### src/ipfs_map.svh
// offsets, field positions, reset values and timing for the pwm supervisor
// assumes a 32-bit apb slave with an 8-bit byte address
`ifndef IPFS_MAP_SVH
`define IPFS_MAP_SVH
// ==========================================
// register byte offsets
`define IPFS_A_CTRL 8'h00
`define IPFS_A_PERIOD 8'h04
`define IPFS_A_DEMAND 8'h08
`define IPFS_A_MAXW 8'h0c
`define IPFS_A_MINW 8'h10
`define IPFS_A_LL_EXIT 8'h14
`define IPFS_A_LL_ENTER 8'h18
`define IPFS_A_DEBOUNCE 8'h1c
`define IPFS_A_RESTART 8'h20
`define IPFS_A_RESP 8'h24
`define IPFS_A_STATUS 8'h28
`define IPFS_A_MASK 8'h2c
`define IPFS_A_FIRST 8'h30
`define IPFS_A_STATE 8'h34
`define IPFS_A_TRANS 8'h38
`define IPFS_A_BAL 8'h3c
`define IPFS_A_EDGE0 8'h40
`define IPFS_A_EDGE6 8'h58
// ==========================================
// control fields
`define IPFS_CTRL_ON 0
`define IPFS_CTRL_SKIP 1
`define IPFS_CTRL_SROFF 2
`define IPFS_CTRL_BAL 3
// ==========================================
// reset values
`define IPFS_PERIOD_RST 16'h0540
`define IPFS_MAXW_RST 16'h0200
`define IPFS_MINW_RST 16'h0010
`define IPFS_LL_EXIT_RST 12'h08c
`define IPFS_LL_ENTER_RST 12'h087
`define IPFS_RESP_RST 8'hff
`define IPFS_TRANS_RST 5'h0f
`define IPFS_BAL_RST 4'h4
// ==========================================
// timing
`define IPFS_CLK_NS 40
`define IPFS_RES_NS 5
`define IPFS_AVG_NS 75000
`define IPFS_DEBOUNCE_US 9800
`define IPFS_RESTART_MS 1000
`endif

### src/ipfs_pkg.sv
// types shared by the pwm supervisor
// assumes nothing beyond a systemverilog tool
package ipfs_pkg;
   typedef enum {ST_OFF, ST_RUN, ST_WAIT} ipfs_state_t;
   typedef enum logic [1:0] {
      RESP_NONE, RESP_ORING, RESP_PWM, RESP_SHUT
   } ipfs_resp_t;
   typedef enum logic [1:0] {FM_SOFT, FM_NORMAL, FM_LIGHT} ipfs_fmode_t;
   typedef struct packed {
      logic pocp;
      logic overcurrent_fault;
      logic ov;
      logic uv;
   } ipfs_flags_t;
   typedef struct packed {
      logic [15:0] fall;
      logic [15:0] rise;
   } ipfs_edge_t;
endpackage : ipfs_pkg

### src/ipfs_top.sv
// seven-output pwm generator with phase shedding and fault supervisor
// assumes fault and supply-on pins are asynchronous, sense words on pclk
`timescale 1ns/10ps
`include "ipfs_map.svh"
module ipfs_top #(
   parameter int CS_W = 12,
   parameter int unsigned DEBOUNCE_CYC = `IPFS_DEBOUNCE_US * 1000 / `IPFS_CLK_NS,
   parameter int unsigned RESTART_CYC = `IPFS_RESTART_MS * 1000000 / `IPFS_CLK_NS
) (
   input wire logic pclk,
   input wire logic presetn,
   input wire logic psel,
   input wire logic penable,
   input wire logic pwrite,
   input wire logic [7:0] paddr,
   input wire logic [31:0] pwdata,
   output logic [31:0] prdata,
   output logic pready,
   output logic pslverr,
   input wire ipfs_pkg::ipfs_flags_t fault_pins,
   input wire logic supply_on_request,
   input wire logic [CS_W-1:0] output_current_sense,
   input wire logic [CS_W-1:0] primary_current_sense,
   output logic phase1_primary_drive,
   output logic phase1_rectifier_drive,
   output logic phase1_freewheel_drive,
   output logic phase2_primary_drive,
   output logic phase2_rectifier_drive,
   output logic phase2_freewheel_drive,
   output logic fan_drive,
   output logic oring_switch,
   output logic soft_start_go,
   output ipfs_pkg::ipfs_fmode_t filter_mode,
   output logic irq
);
   import ipfs_pkg::*;
   localparam int AVG_CYC = `IPFS_AVG_NS / `IPFS_CLK_NS;
   localparam int SUM_W = CS_W + 11;
   localparam logic [16:0] STEP = 17'(`IPFS_CLK_NS / `IPFS_RES_NS);

   // ==========================================
   // helpers
   function automatic ipfs_resp_t resp_of(logic [7:0] r, int i);
      return ipfs_resp_t'(r[2*i+:2]);
   endfunction : resp_of

   function automatic logic [15:0] clampw(logic signed [17:0] v, logic [15:0] mx);
      if (v < 0) return 16'h0000;
      if (v > $signed({2'b00, mx})) return mx;
      return v[15:0];
   endfunction : clampw

   function automatic logic in_win(logic [15:0] c, ipfs_edge_t e, logic [15:0] w);
      return c >= e.rise && {1'b0, c} < {1'b0, e.fall} + {1'b0, w};
   endfunction : in_win

   // ==========================================
   // registers
   logic [3:0] ctrl_reg;
   logic [15:0] period_reg, demand_reg, maxw_reg, minw_reg;
   logic [CS_W-1:0] ll_exit_reg, ll_enter_reg;
   logic [31:0] deb_reg, rdly_reg;
   logic [7:0] resp_reg;
   logic [3:0] status_reg, status_next, mask_reg, first_reg, first_next;
   logic [4:0] trans_reg;
   logic [3:0] bal_reg;
   ipfs_edge_t edge_reg [7];
   logic [31:0] prdata_reg, rdata_next;
   logic pready_reg, pslverr_reg, irq_reg;

   // ==========================================
   // apb slave: no wait states, answer registered in setup
   wire setup = psel & ~penable;
   wire wr_en = psel & penable & pready_reg & pwrite;
   wire mapped = paddr[1:0] == 2'b00 && paddr <= `IPFS_A_EDGE6;
   wire is_edge = paddr >= `IPFS_A_EDGE0 && mapped;
   wire [2:0] eidx = 3'(paddr[7:2] - 6'h10);
   wire [3:0] w1c = (wr_en && paddr == `IPFS_A_STATUS) ? pwdata[3:0] : 4'h0;

   ipfs_state_t st_reg;
   logic light_reg, oring_reg, soft_reg, tdone_reg;
   logic [SUM_W-1:0] sum_reg, sum_last_reg;
   ipfs_fmode_t fmode_reg;

   always_comb begin
      rdata_next = 32'h0000_0000;
      if (is_edge) begin
         rdata_next = edge_reg[eidx];
      end else begin
         unique case (paddr)
            `IPFS_A_CTRL: rdata_next[3:0] = ctrl_reg;
            `IPFS_A_PERIOD: rdata_next[15:0] = period_reg;
            `IPFS_A_DEMAND: rdata_next[15:0] = demand_reg;
            `IPFS_A_MAXW: rdata_next[15:0] = maxw_reg;
            `IPFS_A_MINW: rdata_next[15:0] = minw_reg;
            `IPFS_A_LL_EXIT: rdata_next[CS_W-1:0] = ll_exit_reg;
            `IPFS_A_LL_ENTER: rdata_next[CS_W-1:0] = ll_enter_reg;
            `IPFS_A_DEBOUNCE: rdata_next = deb_reg;
            `IPFS_A_RESTART: rdata_next = rdly_reg;
            `IPFS_A_RESP: rdata_next[7:0] = resp_reg;
            `IPFS_A_STATUS: rdata_next[3:0] = status_reg;
            `IPFS_A_MASK: rdata_next[3:0] = mask_reg;
            `IPFS_A_FIRST: rdata_next[3:0] = first_reg;
            `IPFS_A_STATE: rdata_next = {1'b0, sum_last_reg[SUM_W-1:SUM_W-23], 2'b00,
               fmode_reg, 2'(st_reg), oring_reg, light_reg};
            `IPFS_A_TRANS: rdata_next[4:0] = trans_reg;
            `IPFS_A_BAL: rdata_next[3:0] = bal_reg;
            default: rdata_next = 32'h0000_0000;
         endcase
      end
   end

   always_ff @(posedge pclk or negedge presetn) begin
      if (!presetn) begin
         pready_reg <= 1'b0;
         pslverr_reg <= 1'b0;
         prdata_reg <= 32'h0000_0000;
      end else begin
         pready_reg <= setup;
         pslverr_reg <= setup & ~mapped;
         if (setup) prdata_reg <= rdata_next;
      end
   end

   always_ff @(posedge pclk or negedge presetn) begin
      if (!presetn) begin
         ctrl_reg <= 4'h0;
         period_reg <= `IPFS_PERIOD_RST;
         demand_reg <= 16'h0000;
         maxw_reg <= `IPFS_MAXW_RST;
         minw_reg <= `IPFS_MINW_RST;
         ll_exit_reg <= CS_W'(`IPFS_LL_EXIT_RST);
         ll_enter_reg <= CS_W'(`IPFS_LL_ENTER_RST);
         deb_reg <= DEBOUNCE_CYC;
         rdly_reg <= RESTART_CYC;
         resp_reg <= `IPFS_RESP_RST;
         mask_reg <= 4'h0;
         trans_reg <= `IPFS_TRANS_RST;
         bal_reg <= `IPFS_BAL_RST;
         for (int i = 0; i < 7; i++) edge_reg[i] <= '0;
      end else if (wr_en && is_edge) begin
         edge_reg[eidx] <= pwdata;
      end else if (wr_en) begin
         unique case (paddr)
            `IPFS_A_CTRL: ctrl_reg <= pwdata[3:0];
            `IPFS_A_PERIOD: period_reg <= pwdata[15:0];
            `IPFS_A_DEMAND: demand_reg <= pwdata[15:0];
            `IPFS_A_MAXW: maxw_reg <= pwdata[15:0];
            `IPFS_A_MINW: minw_reg <= pwdata[15:0];
            `IPFS_A_LL_EXIT: ll_exit_reg <= pwdata[CS_W-1:0];
            `IPFS_A_LL_ENTER: ll_enter_reg <= pwdata[CS_W-1:0];
            `IPFS_A_DEBOUNCE: deb_reg <= pwdata;
            `IPFS_A_RESTART: rdly_reg <= pwdata;
            `IPFS_A_RESP: resp_reg <= pwdata[7:0];
            `IPFS_A_MASK: mask_reg <= pwdata[3:0];
            `IPFS_A_TRANS: trans_reg <= pwdata[4:0];
            `IPFS_A_BAL: bal_reg <= pwdata[3:0];
            default: ;
         endcase
      end
   end

   // ==========================================
   // fault supervisor
   logic [3:0] f_s1, f_s2, hold_reg, tripped, shut_mask, ring_mask, pwm_mask;
   logic [31:0] dcnt_reg [4];
   logic son_s1, son_s2;
   logic restart;

   always_ff @(posedge pclk or negedge presetn) begin
      if (!presetn) begin
         f_s1 <= 4'h0;
         f_s2 <= 4'h0;
         son_s1 <= 1'b0;
         son_s2 <= 1'b0;
      end else begin
         f_s1 <= fault_pins;
         f_s2 <= f_s1;
         son_s1 <= supply_on_request;
         son_s2 <= son_s1;
      end
   end

   genvar g;
   for (g = 0; g < 4; g++) begin : g_flag
      assign tripped[g] = f_s2[g] && dcnt_reg[g] >= deb_reg;
      assign shut_mask[g] = resp_of(resp_reg, g) == RESP_SHUT;
      assign ring_mask[g] = resp_of(resp_reg, g) == RESP_ORING;
      assign pwm_mask[g] = resp_of(resp_reg, g) == RESP_PWM;
      always_ff @(posedge pclk or negedge presetn) begin
         if (!presetn) dcnt_reg[g] <= 32'h0000_0000;
         else if (!f_s2[g]) dcnt_reg[g] <= 32'h0000_0000;
         else if (dcnt_reg[g] < deb_reg) dcnt_reg[g] <= dcnt_reg[g] + 32'h1;
      end
   end

   // sticky flags, a new detection beats a clear in the same cycle
   assign status_next = (status_reg & ~w1c) | f_s2;
   // lowest-numbered flag wins a tie
   assign first_next = (first_reg == 4'h0) ? 4'(f_s2 & (~f_s2 + 4'h1))
                     : (status_next == 4'h0) ? 4'h0 : first_reg;
   wire [3:0] hold_next = (hold_reg | tripped) & ~(w1c & ~tripped)
                        & ~(restart ? shut_mask : 4'h0);
   wire oring_cut = |(hold_reg & (ring_mask | shut_mask));
   wire pwm_cut = |(hold_reg & (pwm_mask | shut_mask));
   wire shut_trip = |(tripped & ~hold_reg & shut_mask);
   wire on_ok = son_s2 & ctrl_reg[`IPFS_CTRL_ON];

   always_ff @(posedge pclk or negedge presetn) begin
      if (!presetn) begin
         status_reg <= 4'h0;
         first_reg <= 4'h0;
         hold_reg <= 4'h0;
         irq_reg <= 1'b0;
      end else begin
         status_reg <= status_next;
         first_reg <= first_next;
         hold_reg <= hold_next;
         irq_reg <= |(status_next & mask_reg);
      end
   end

   // ==========================================
   // supply sequencing
   logic [31:0] rcnt_reg;
   ipfs_state_t st_next;
   logic go;
   always_comb begin
      st_next = st_reg;
      go = 1'b0;
      restart = 1'b0;
      unique case (st_reg)
         ST_OFF: begin
            if (on_ok) begin
               st_next = ST_RUN;
               go = 1'b1;
            end
         end
         ST_RUN: begin
            if (shut_trip) st_next = ST_WAIT;
            else if (!on_ok) st_next = ST_OFF;
         end
         ST_WAIT: begin
            if (rcnt_reg >= rdly_reg) begin
               restart = 1'b1;
               go = on_ok;
               st_next = on_ok ? ST_RUN : ST_OFF;
            end
         end
      endcase
   end

   always_ff @(posedge pclk or negedge presetn) begin
      if (!presetn) begin
         st_reg <= ST_OFF;
         rcnt_reg <= 32'h0000_0000;
         soft_reg <= 1'b0;
         oring_reg <= 1'b0;
      end else begin
         st_reg <= st_next;
         rcnt_reg <= (st_reg == ST_WAIT) ? rcnt_reg + 32'h1 : 32'h0000_0000;
         soft_reg <= go;
         oring_reg <= st_next == ST_RUN && !oring_cut;
      end
   end

   // ==========================================
   // switching counter, 5 ns units advanced per clock
   logic [15:0] cnt_reg;
   wire wrap = {1'b0, cnt_reg} + STEP >= {1'b0, period_reg};
   wire [15:0] half = period_reg >> 1;
   // phase two runs half a period behind phase one
   wire [15:0] ph2 = cnt_reg >= half ? cnt_reg - half : cnt_reg + half;

   // ==========================================
   // load averaging and phase shedding
   logic [10:0] wcnt_reg;
   wire wend = wcnt_reg == 11'(AVG_CYC - 1);
   wire [SUM_W-1:0] total = sum_reg + SUM_W'(output_current_sense);
   wire [SUM_W-1:0] exit_thr = SUM_W'(ll_exit_reg * AVG_CYC);
   wire [SUM_W-1:0] enter_thr = SUM_W'(ll_enter_reg * AVG_CYC);

   always_ff @(posedge pclk or negedge presetn) begin
      if (!presetn) begin
         wcnt_reg <= 11'h000;
         sum_reg <= '0;
         sum_last_reg <= '0;
         light_reg <= 1'b1;
      end else if (wend) begin
         wcnt_reg <= 11'h000;
         sum_reg <= '0;
         sum_last_reg <= total;
         if (total > exit_thr) light_reg <= 1'b0;
         else if (total < enter_thr) light_reg <= 1'b1;
      end else begin
         wcnt_reg <= wcnt_reg + 11'h001;
         sum_reg <= total;
      end
   end

   // ==========================================
   // pulse width, balance and skipping
   logic [15:0] w1_reg, w2_reg, fanw_reg;
   logic skip_reg;
   logic [CS_W-1:0] i1_reg, i2_reg;
   logic [6:0] out_reg;
   wire [15:0] wbase = demand_reg > maxw_reg ? maxw_reg : demand_reg;
   wire signed [17:0] diff = $signed({6'h00, i1_reg}) - $signed({6'h00, i2_reg});
   wire signed [17:0] adj = ctrl_reg[`IPFS_CTRL_BAL] ? diff >>> bal_reg : 18'sh0;
   wire signed [17:0] wb_s = $signed({2'b00, wbase});

   always_ff @(posedge pclk or negedge presetn) begin
      if (!presetn) begin
         cnt_reg <= 16'h0000;
         w1_reg <= 16'h0000;
         w2_reg <= 16'h0000;
         fanw_reg <= 16'h0000;
         skip_reg <= 1'b0;
         i1_reg <= '0;
         i2_reg <= '0;
      end else begin
         cnt_reg <= wrap ? 16'h0000 : 16'(cnt_reg + STEP);
         // widths only change at a period boundary to avoid runt pulses
         if (wrap) begin
            w1_reg <= clampw(wb_s - adj, maxw_reg);
            w2_reg <= clampw(wb_s + adj, maxw_reg);
            fanw_reg <= wbase;
            skip_reg <= ctrl_reg[`IPFS_CTRL_SKIP] && demand_reg < minw_reg;
         end
         // primary current sampled as each primary pulse ends
         if (out_reg[0] && !in_win(cnt_reg, edge_reg[0], w1_reg))
            i1_reg <= primary_current_sense;
         if (out_reg[3] && !in_win(ph2, edge_reg[3], w2_reg))
            i2_reg <= primary_current_sense;
      end
   end

   // ==========================================
   // seven outputs: 0-2 phase one, 3-5 phase two, 6 fan
   wire run = st_reg == ST_RUN && !pwm_cut;
   for (g = 0; g < 7; g++) begin : g_out
      localparam bit P2 = g >= 3 && g < 6;
      localparam bit SR = g == 1 || g == 2 || g == 4 || g == 5;
      wire [15:0] pos = P2 ? ph2 : cnt_reg;
      wire [15:0] wid = g == 6 ? fanw_reg : P2 ? w2_reg : w1_reg;
      wire en = run && (g == 6 || !skip_reg)
         && !(P2 && light_reg)
         && !(SR && ctrl_reg[`IPFS_CTRL_SROFF]);
      always_ff @(posedge pclk or negedge presetn) begin
         if (!presetn) out_reg[g] <= 1'b0;
         else out_reg[g] <= en && in_win(pos, edge_reg[g], wid);
      end
   end

   // ==========================================
   // compensation filter mode hand-over
   logic [4:0] tcnt_reg;
   always_ff @(posedge pclk or negedge presetn) begin
      if (!presetn) begin
         tcnt_reg <= 5'h00;
         tdone_reg <= 1'b0;
         fmode_reg <= FM_SOFT;
      end else begin
         if (!oring_reg) begin
            tcnt_reg <= 5'h00;
            tdone_reg <= 1'b0;
         end else if (wrap && !tdone_reg) begin
            if (tcnt_reg == trans_reg) tdone_reg <= 1'b1;
            else tcnt_reg <= tcnt_reg + 5'h01;
         end
         fmode_reg <= !oring_reg || !tdone_reg ? FM_SOFT
                    : light_reg ? FM_LIGHT : FM_NORMAL;
      end
   end

   // ==========================================
   // outputs
   assign prdata = prdata_reg;
   assign pready = pready_reg;
   assign pslverr = pslverr_reg;
   // output to switch mapping is fixed
   assign {fan_drive, phase2_freewheel_drive, phase2_rectifier_drive, phase2_primary_drive,
           phase1_freewheel_drive, phase1_rectifier_drive, phase1_primary_drive} = out_reg;
   assign oring_switch = oring_reg;
   assign soft_start_go = soft_reg;
   assign filter_mode = fmode_reg;
   assign irq = irq_reg;
endmodule : ipfs_top

### config.mk
export PLATFORM = sky130hd
export DESIGN_NAME = ipfs_top
export DESIGN_NICKNAME = d
export VERILOG_FILES = /design/src/ipfs_pkg.sv /design/src/ipfs_top.sv
export VERILOG_INCLUDE_DIRS = /design/src
export SDC_FILE = /design/constraint.sdc
export NUM_CORES = 2
export LEC_CHECK = 0
export BUFFER_PORTS_ARGS = -buffer_cell sky130_fd_sc_hd__buf_2
export CORE_ASPECT_RATIO = 0.8
export CORE_MARGIN = 2
export CORE_UTILIZATION = 65
export DETAILED_ROUTE_END_ITERATION = 6
export GPL_TIMING_DRIVEN = 0
export PLACE_DENSITY = 0.87
export SYNTH_ARGS = -nofsm -noshare
export SYNTH_HDL_FRONTEND = slang
export SYNTH_SLANG_ARGS = --single-unit
### constraint.sdc
create_clock -name pclk -period 8.6 [get_ports pclk]
set_clock_uncertainty 0.1 [all_clocks]
set_input_delay 0.43 -clock pclk [delete_from_list [all_inputs] [get_ports pclk]]
set_output_delay 0.43 -clock pclk [all_outputs]
set_load 0.01 [all_outputs]
Word-level counts from Yosys, hierarchy flattened. Index checks and enable logic that the tools add are counted.

Memory bits (read-only): 0. Bits of input ports: 74. Bits in registers: 814. Memories: 0. Bits in latches: 0. Word-level logic and storage cells: 342. Output and inout bits: 46. Memory bits (writable): 0.

Shift-type cells: 1. Div/mod/pow operators: 0. $mul: 2. Mux-type cells: 71. Equal/unequal tests: 41. Magnitude comparators: 37. Add/sub/neg operators: 23. Reductions and logical operators: 70. Bitwise gates (word level): 30.

Operators by type and width (number): 32-bit two-way mux (17); 224-bit bitwise mux (1); 16-bit two-way mux (11); 32-bit by 1-bit adder with 32-bit output (second input constant) (5); 32-bit >= comparator (5); 32-bit < comparator (4); 16-bit by 16-bit adder with 17-bit output (7); 16-bit by 17-bit < comparator with 1-bit output (7); 16-bit >= comparator (7); 32-bit binary-select mux with 3-bit select (1); 32-bit demux with 3-bit select (1); 32-bit by 2-bit equality test with 1-bit output (second input constant) (3); 32-bit one-hot mux with 3 select lines (1); 8-bit by 6-bit equality test with 1-bit output (second input constant) (8); 4-bit one-hot mux with 16 select lines (1); 16-bit one-hot mux with 3 select lines (1); 12-bit by 11-bit multiplier with 23-bit output (second input constant) (2); 4-bit AND (10); 3-bit AND reduction (13); 18-bit by 17-bit greater-than comparator with 1-bit output (2); 18-bit by 1-bit < comparator with 1-bit output (second input constant) (2); 4-bit one-hot mux with 9 select lines (1); 1-bit logical AND (33); 32-bit by 1-bit equality test with 1-bit output (second input constant) (1); other kinds (57) (131).

Depth between registers and ports, before layout.
Word-level depth: 11. Mapped depth: 33. Gate-level depth less buffers: 32.

Least setup slack after synthesis. Ideal clock, no wire load.

Path kind: reg2reg. Start: register maxw_reg[1]. End: register w2_reg[10], in the netlist g_out[3].wid[10]. Arrival: 6.664 ns. Slack: 1.704 ns. Setup time: 0.132 ns. Cell stages (with the launch flop): 32. Period minus slack after synthesis: 6.896 ns. Path buffers: 3. Data required time: 8.368 ns. Cells stage by stage: dfrtp_1 -> inv_1 -> ha_1 -> nor2b_1 -> o21a_1 -> o21a_1 -> o21a_1 -> o21ai_0 -> a21oi_1 -> nor4b_1 -> or2_2 -> clkbuf_1 -> clkbuf_1 -> o21ai_0 -> ha_1 -> or3_1 -> or3_1 -> nor3_1 -> o41ai_2 -> a21oi_1 -> xor2_1 -> ha_1 -> a21o_1 -> a22o_1 -> a211oi_1 -> a31oi_1 -> a2111oi_0 -> a211oi_2 -> o311ai_4 -> buf_6 -> mux2i_1 -> o21ai_1.

Cells in the longest elaborated chain, start to end: 9. Elaborated cells on any way between the ends: 13. Classes of those cells: add/sub: 1; order compare: 3; mux: 9.

RTL lines: start: declaration (RTL line ipfs_top.sv:60) `logic [15:0] period_reg, demand_reg, maxw_reg, minw_reg;`; start signal: assignment (RTL line ipfs_top.sv:130) `` maxw_reg <= `IPFS_MAXW_RST; ``; start signal: assignment (RTL line ipfs_top.sv:148) `` `IPFS_A_MAXW: maxw_reg <= pwdata[15:0]; ``; 16-bit greater-than comparator (*) (RTL line ipfs_top.sv:307) `wire [15:0] wbase = demand_reg > maxw_reg ? maxw_reg : demand_reg;`; 16-bit two-way mux (*) (RTL line ipfs_top.sv:307); net wbase[6] (RTL line ipfs_top.sv:307); 17-bit by 18-bit adder with 18-bit output (*) (RTL line ipfs_top.sv:326) `w2_reg <= clampw(wb_s + adj, maxw_reg);`; 18-bit by 17-bit greater-than comparator with 1-bit output (RTL line ipfs_top.sv:49) `if (v > $signed({2'b00, mx})) return mx;`; 1-bit two-way mux (2 in a row) (RTL line ipfs_top.sv:49); 1-bit two-way mux (RTL line ipfs_top.sv:324) `if (wrap) begin`; 16-bit two-way mux (RTL line ipfs_top.sv:50) `return v[15:0];`; 16-bit two-way mux (*) (RTL line ipfs_top.sv:49); end signal: assignment (RTL line ipfs_top.sv:326); end: declaration (RTL line ipfs_top.sv:303) `logic [15:0] w1_reg, w2_reg, fanw_reg;`.

Mark *: on every way through the listed nets, which the timed path passes. The rest lies on a longest branch. The select of a mux whose other input is x is not followed. A chain may end at the register's enable or synchronous reset.

Worst setup path in the final report.
Start: register i1_reg[0]. End: register w1_reg[8], in the netlist g_out[0].wid[8].

Cells in the longest elaborated chain, start to end: 10. Elaborated cells on any way between the ends: 14. Classes of those cells: add/sub: 2; order compare: 2; shift: 1; mux: 9.

RTL lines: start: declaration (RTL line ipfs_top.sv:305) `logic [CS_W-1:0] i1_reg, i2_reg;`; start signal: assignment (RTL line ipfs_top.sv:332) `i1_reg <= primary_current_sense;`; 12-bit by 12-bit subtractor with 13-bit output (*) (RTL line ipfs_top.sv:308) `wire signed [17:0] diff = $signed({6'h00, i1_reg}) - $signed({6'h00, i2_reg});`; 13-bit by 4-bit >>> shifter with 18-bit output (*) (RTL line ipfs_top.sv:309) `` wire signed [17:0] adj = ctrl_reg[`IPFS_CTRL_BAL] ? diff >>> bal_reg : 18'sh0; ``; 18-bit two-way mux (*) (RTL line ipfs_top.sv:309); 17-bit by 18-bit subtractor with 18-bit output (*) (RTL line ipfs_top.sv:325) `w1_reg <= clampw(wb_s - adj, maxw_reg);`; 18-bit by 17-bit greater-than comparator with 1-bit output (RTL line ipfs_top.sv:49); 1-bit two-way mux (2 in a row) (RTL line ipfs_top.sv:49); 1-bit two-way mux (RTL line ipfs_top.sv:324); 16-bit two-way mux (RTL line ipfs_top.sv:50); 16-bit two-way mux (*) (RTL line ipfs_top.sv:49); end signal: assignment (RTL line ipfs_top.sv:325); end: declaration (RTL line ipfs_top.sv:303).

Every way passes the cells marked *; elsewhere a longest branch is shown, timed or not. The select of a mux whose other input is x is not followed.

==> results.json <==
{
  "worst_slack_ns": 0.2455,
  "wire_per_inst_um": 27.03,
  "synth_area_mm2": 0.06109,
  "track_usage_pct": 42.67,
  "first_pass_iters": 7,
  "critPathBufInv": 2,
  "gp_congestion": 1.074,
  "cp.arrival_ns": 8.81,
  "multiInputGateArea_mm2": 0.03810,
  "synth_edf_count": 0,
  "total_power_mw": 12.55,
  "rr_worst_depth": 29,
  "cts.sinks": 811,
  "clk_path_buf_depth": 3,
  "power.share.clock_pct": 32.8,
  "p_per_area_mw_per_mm2": 187.6,
  "utilization_pct": 71.87,
  "grt_antenna_before_repair": 15,
  "postRouteAntennaNets": 0,
  "largest_reg_flops": 224,
  "slew_viol_final": 7,
  "clock.fmax_mhz": 119.7,
  "netSwitchingPower_mw": 4.688,
  "yosys_warnings": 0,
  "r2r_end": "g_out[0].wid[8]",
  "die_h_um": 278.2,
  "start_kind": "register",
  "leakage_nw": 32.39,
  "cp.required_ns": 9.05,
  "critPathLaunch": "i1_reg[0]",
  "cts_inserted_buffers": 88,
  "syn2layout_area_growth_pct": 9.503,
  "synth.top_cell.area_share_pct": 31.29,
  "crit_fanout": 10,
  "io_buffer_count": 119,
  "grt_first_pass_wirelength_um": 310600,
  "cts_root_buf": "clkbuf_16",
  "tightest_slew_ns": 1.504,
  "violations": "design-rule violations, max-capacitance violations, max-slew violations",
  "synth_cells": 6144,
  "grt_overflow": 0,
  "slowest_stage": "mux4_1",
  "die_w_um": 346.8,
  "relSlewSlack_pct": -1.015,
  "insertion_delay_ns": 0.72,
  "async_reset_ff_share_pct": 100.0,
  "cts_tree": "yes",
  "ys_top_cells_by_area": "dfrtp_1 31%, ha_1 17%, mux2_2 7.7%",
  "fp-row-count": 100,
  "syn_nets": 7130,
  "ctsHtreeMaxLevel": 3,
  "wl_um": 208100,
  "fill_cells": 6765,
  "fp.coreArea_mm2": 0.09309,
  "dpl_worst_slack_ns": -0.3549,
  "endpoint_kind": "register",
  "hp-class": "input pin to register",
  "sw_frac_of_total_pct": 37.36,
  "dpl_cell_area_mm2": 0.06344,
  "fin_nets": 7376,
  "seq_area_frac_synth_pct": 33.31,
  "synth_ff_type": "dfrtp_1",
  "grt_max_degree": 129,
  "path_depth": 29,
  "start_util_pct": 65.63,
  "final_cell_mix": "819 x ha_1, 763 x dfrtp_1, 501 x inv_1",
  "drv_cap": 1,
  "ir_drop_mv": 0.2413,
  "die_area_mm2": 0.09648,
  "grt_pass1_vias": 50847,
  "regToRegSetupSlack_ns": 0.25,
  "seq_area_mm2": 0.02035,
  "drtIter0Drc": 6774,
  "cp-endpoint": "g_out[0].wid[8]",
  "mostFrequentLayoutCell": "ha_1",
  "path_clk_slew_ns": 0.06,
  "place_hpwl_um": 161000,
  "num_vias": 52351,
  "outcome": "complete, but fails checks",
  "path_class": "register to register",
  "setup_tns_ns": 0,
  "cpPeakStageDelay_ns": 0.64,
  "internal_power_mw": 7.860,
  "ys_ff_latch": 811,
  "vias_per_cell": 6.801,
  "critical-path-top-delay-family": "compound AO/OA/AOI/OAI gates",
  "r2r-start": "i1_reg[0]",
  "period_needed_ns": 8.354,
  "yosysUniqueCellTypes": 97,
  "seqPwrFrac_pct": 32.8,
  "fin_crit_sh_pct": 97.14,
  "drc": 15,
  "io_pins": 120,
  "hold_viol_final": 0,
  "syn_area_per_cell_um2": 9.944,
  "combPwrFrac_pct": 34.5,
  "drive_gt1_share_pct": 13.72,
  "setup_viol": 0,
  "final_area_mm2": 0.06690,
  "synth_top_area_cell": "dfrtp_1"
}
-- metal layers --
metal / track usage [%] / part of all wire, % / wire (µm) / vias up
met5: 0 / 0.077 / 160 / -
met1: 57.51 / 40 / 83030 / 25597
li1: - / - / - / 22810
met3: 16.86 / 14 / 28710 / 741
met2: 59.43 / 40 / 84210 / 3187
met4: 21.39 / 5.8 / 12000 / 16
-- cells in the mapped netlist, types with 139 or more instances --
cell and n:
ha_1 819, dfrtp_1 764, inv_1 501, mux2_2 420, nand2_1 390, a21oi_1 299
nor2_1 289, o21ai_0 273, xnor2_1 185, a21o_1 181, clkbuf_1 144, nand3_1 139
-- area by class of cell --
cell class / count / share of cell area [%]
multi-input combinational: 4623 / 56.95
sequential: 811 / 30.43
clock buffer: 118 / 3.703
inverter: 503 / 2.822
tap: 1224 / 2.289
timing repair buffer: 158 / 1.659
buffer: 205 / 1.236
clock inverter: 48 / 0.8902
antenna: 8 / 0.02992
-- worst min-delay path by stage --
stage               cells past startpoint       start            end
finish                                  2  pwdata[12]   rdly_reg[12]
global route                            2  pwdata[12]  edge_reg[204]
CTS                                     2  pwdata[13]   rdly_reg[13]
detailed placement                      0      son_s1         son_s2
global placement                        0     f_s1[2]        f_s2[2]
floorplan                               0     presetn     bal_reg[0]
-- power groups by stage --
| stage | Clock (mW) | Combinational, mW | Sequential (mW) |
|---|---|---|---|
| after floorplan | 0 | 2.68 | 4.10 |
| after global placement | 0 | 3.91 | 4.17 |
| after detailed placement | 0 | 4.07 | 4.17 |
| after CTS | 4.10 | 4.14 | 4.10 |
| after global routing | 4.26 | 4.70 | 4.11 |
| final | 4.11 | 4.33 | 4.11 |
-- through the flow --
step,hold slack [ns],instances
2_1_floorplan,0.03441,6144
3_3_place_gp,0.2361,7487
3_5_place_dp,0.2364,7495
4_1_cts,0.002315,7682
5_1_grt,0.01465,7691
6_report,0.03414,7698
-- logic make-up (layout without fill, tap and decap cells) --
kind of cell | Yosys count | count (layout) | synth area share (%)
mux | 559 | 559 | 10.84
flops | 811 | 811 | 33.31
fa+ha+maj | 912 | 912 | 19.82
compound gates | 1333 | 1333 | 14.58
buf+inv | 710 | 1032 | 4.450
simple gates | 1508 | 1508 | 12.54
xor+xnor | 311 | 311 | 4.458
other cells | 0 | 8 | 0
-- timing repair --
item / CTS / global route
gates resized for setup: 3 / 23
hold endpoints to repair: 149 / 2
pin swaps: 0 / 6
gates cloned: 0 / 1
hold buffers: 21 / 1
endpoints found under the setup margin: 31 / 32
setup buffers: 0 / 8
Power figures use the tool's default switching activity.
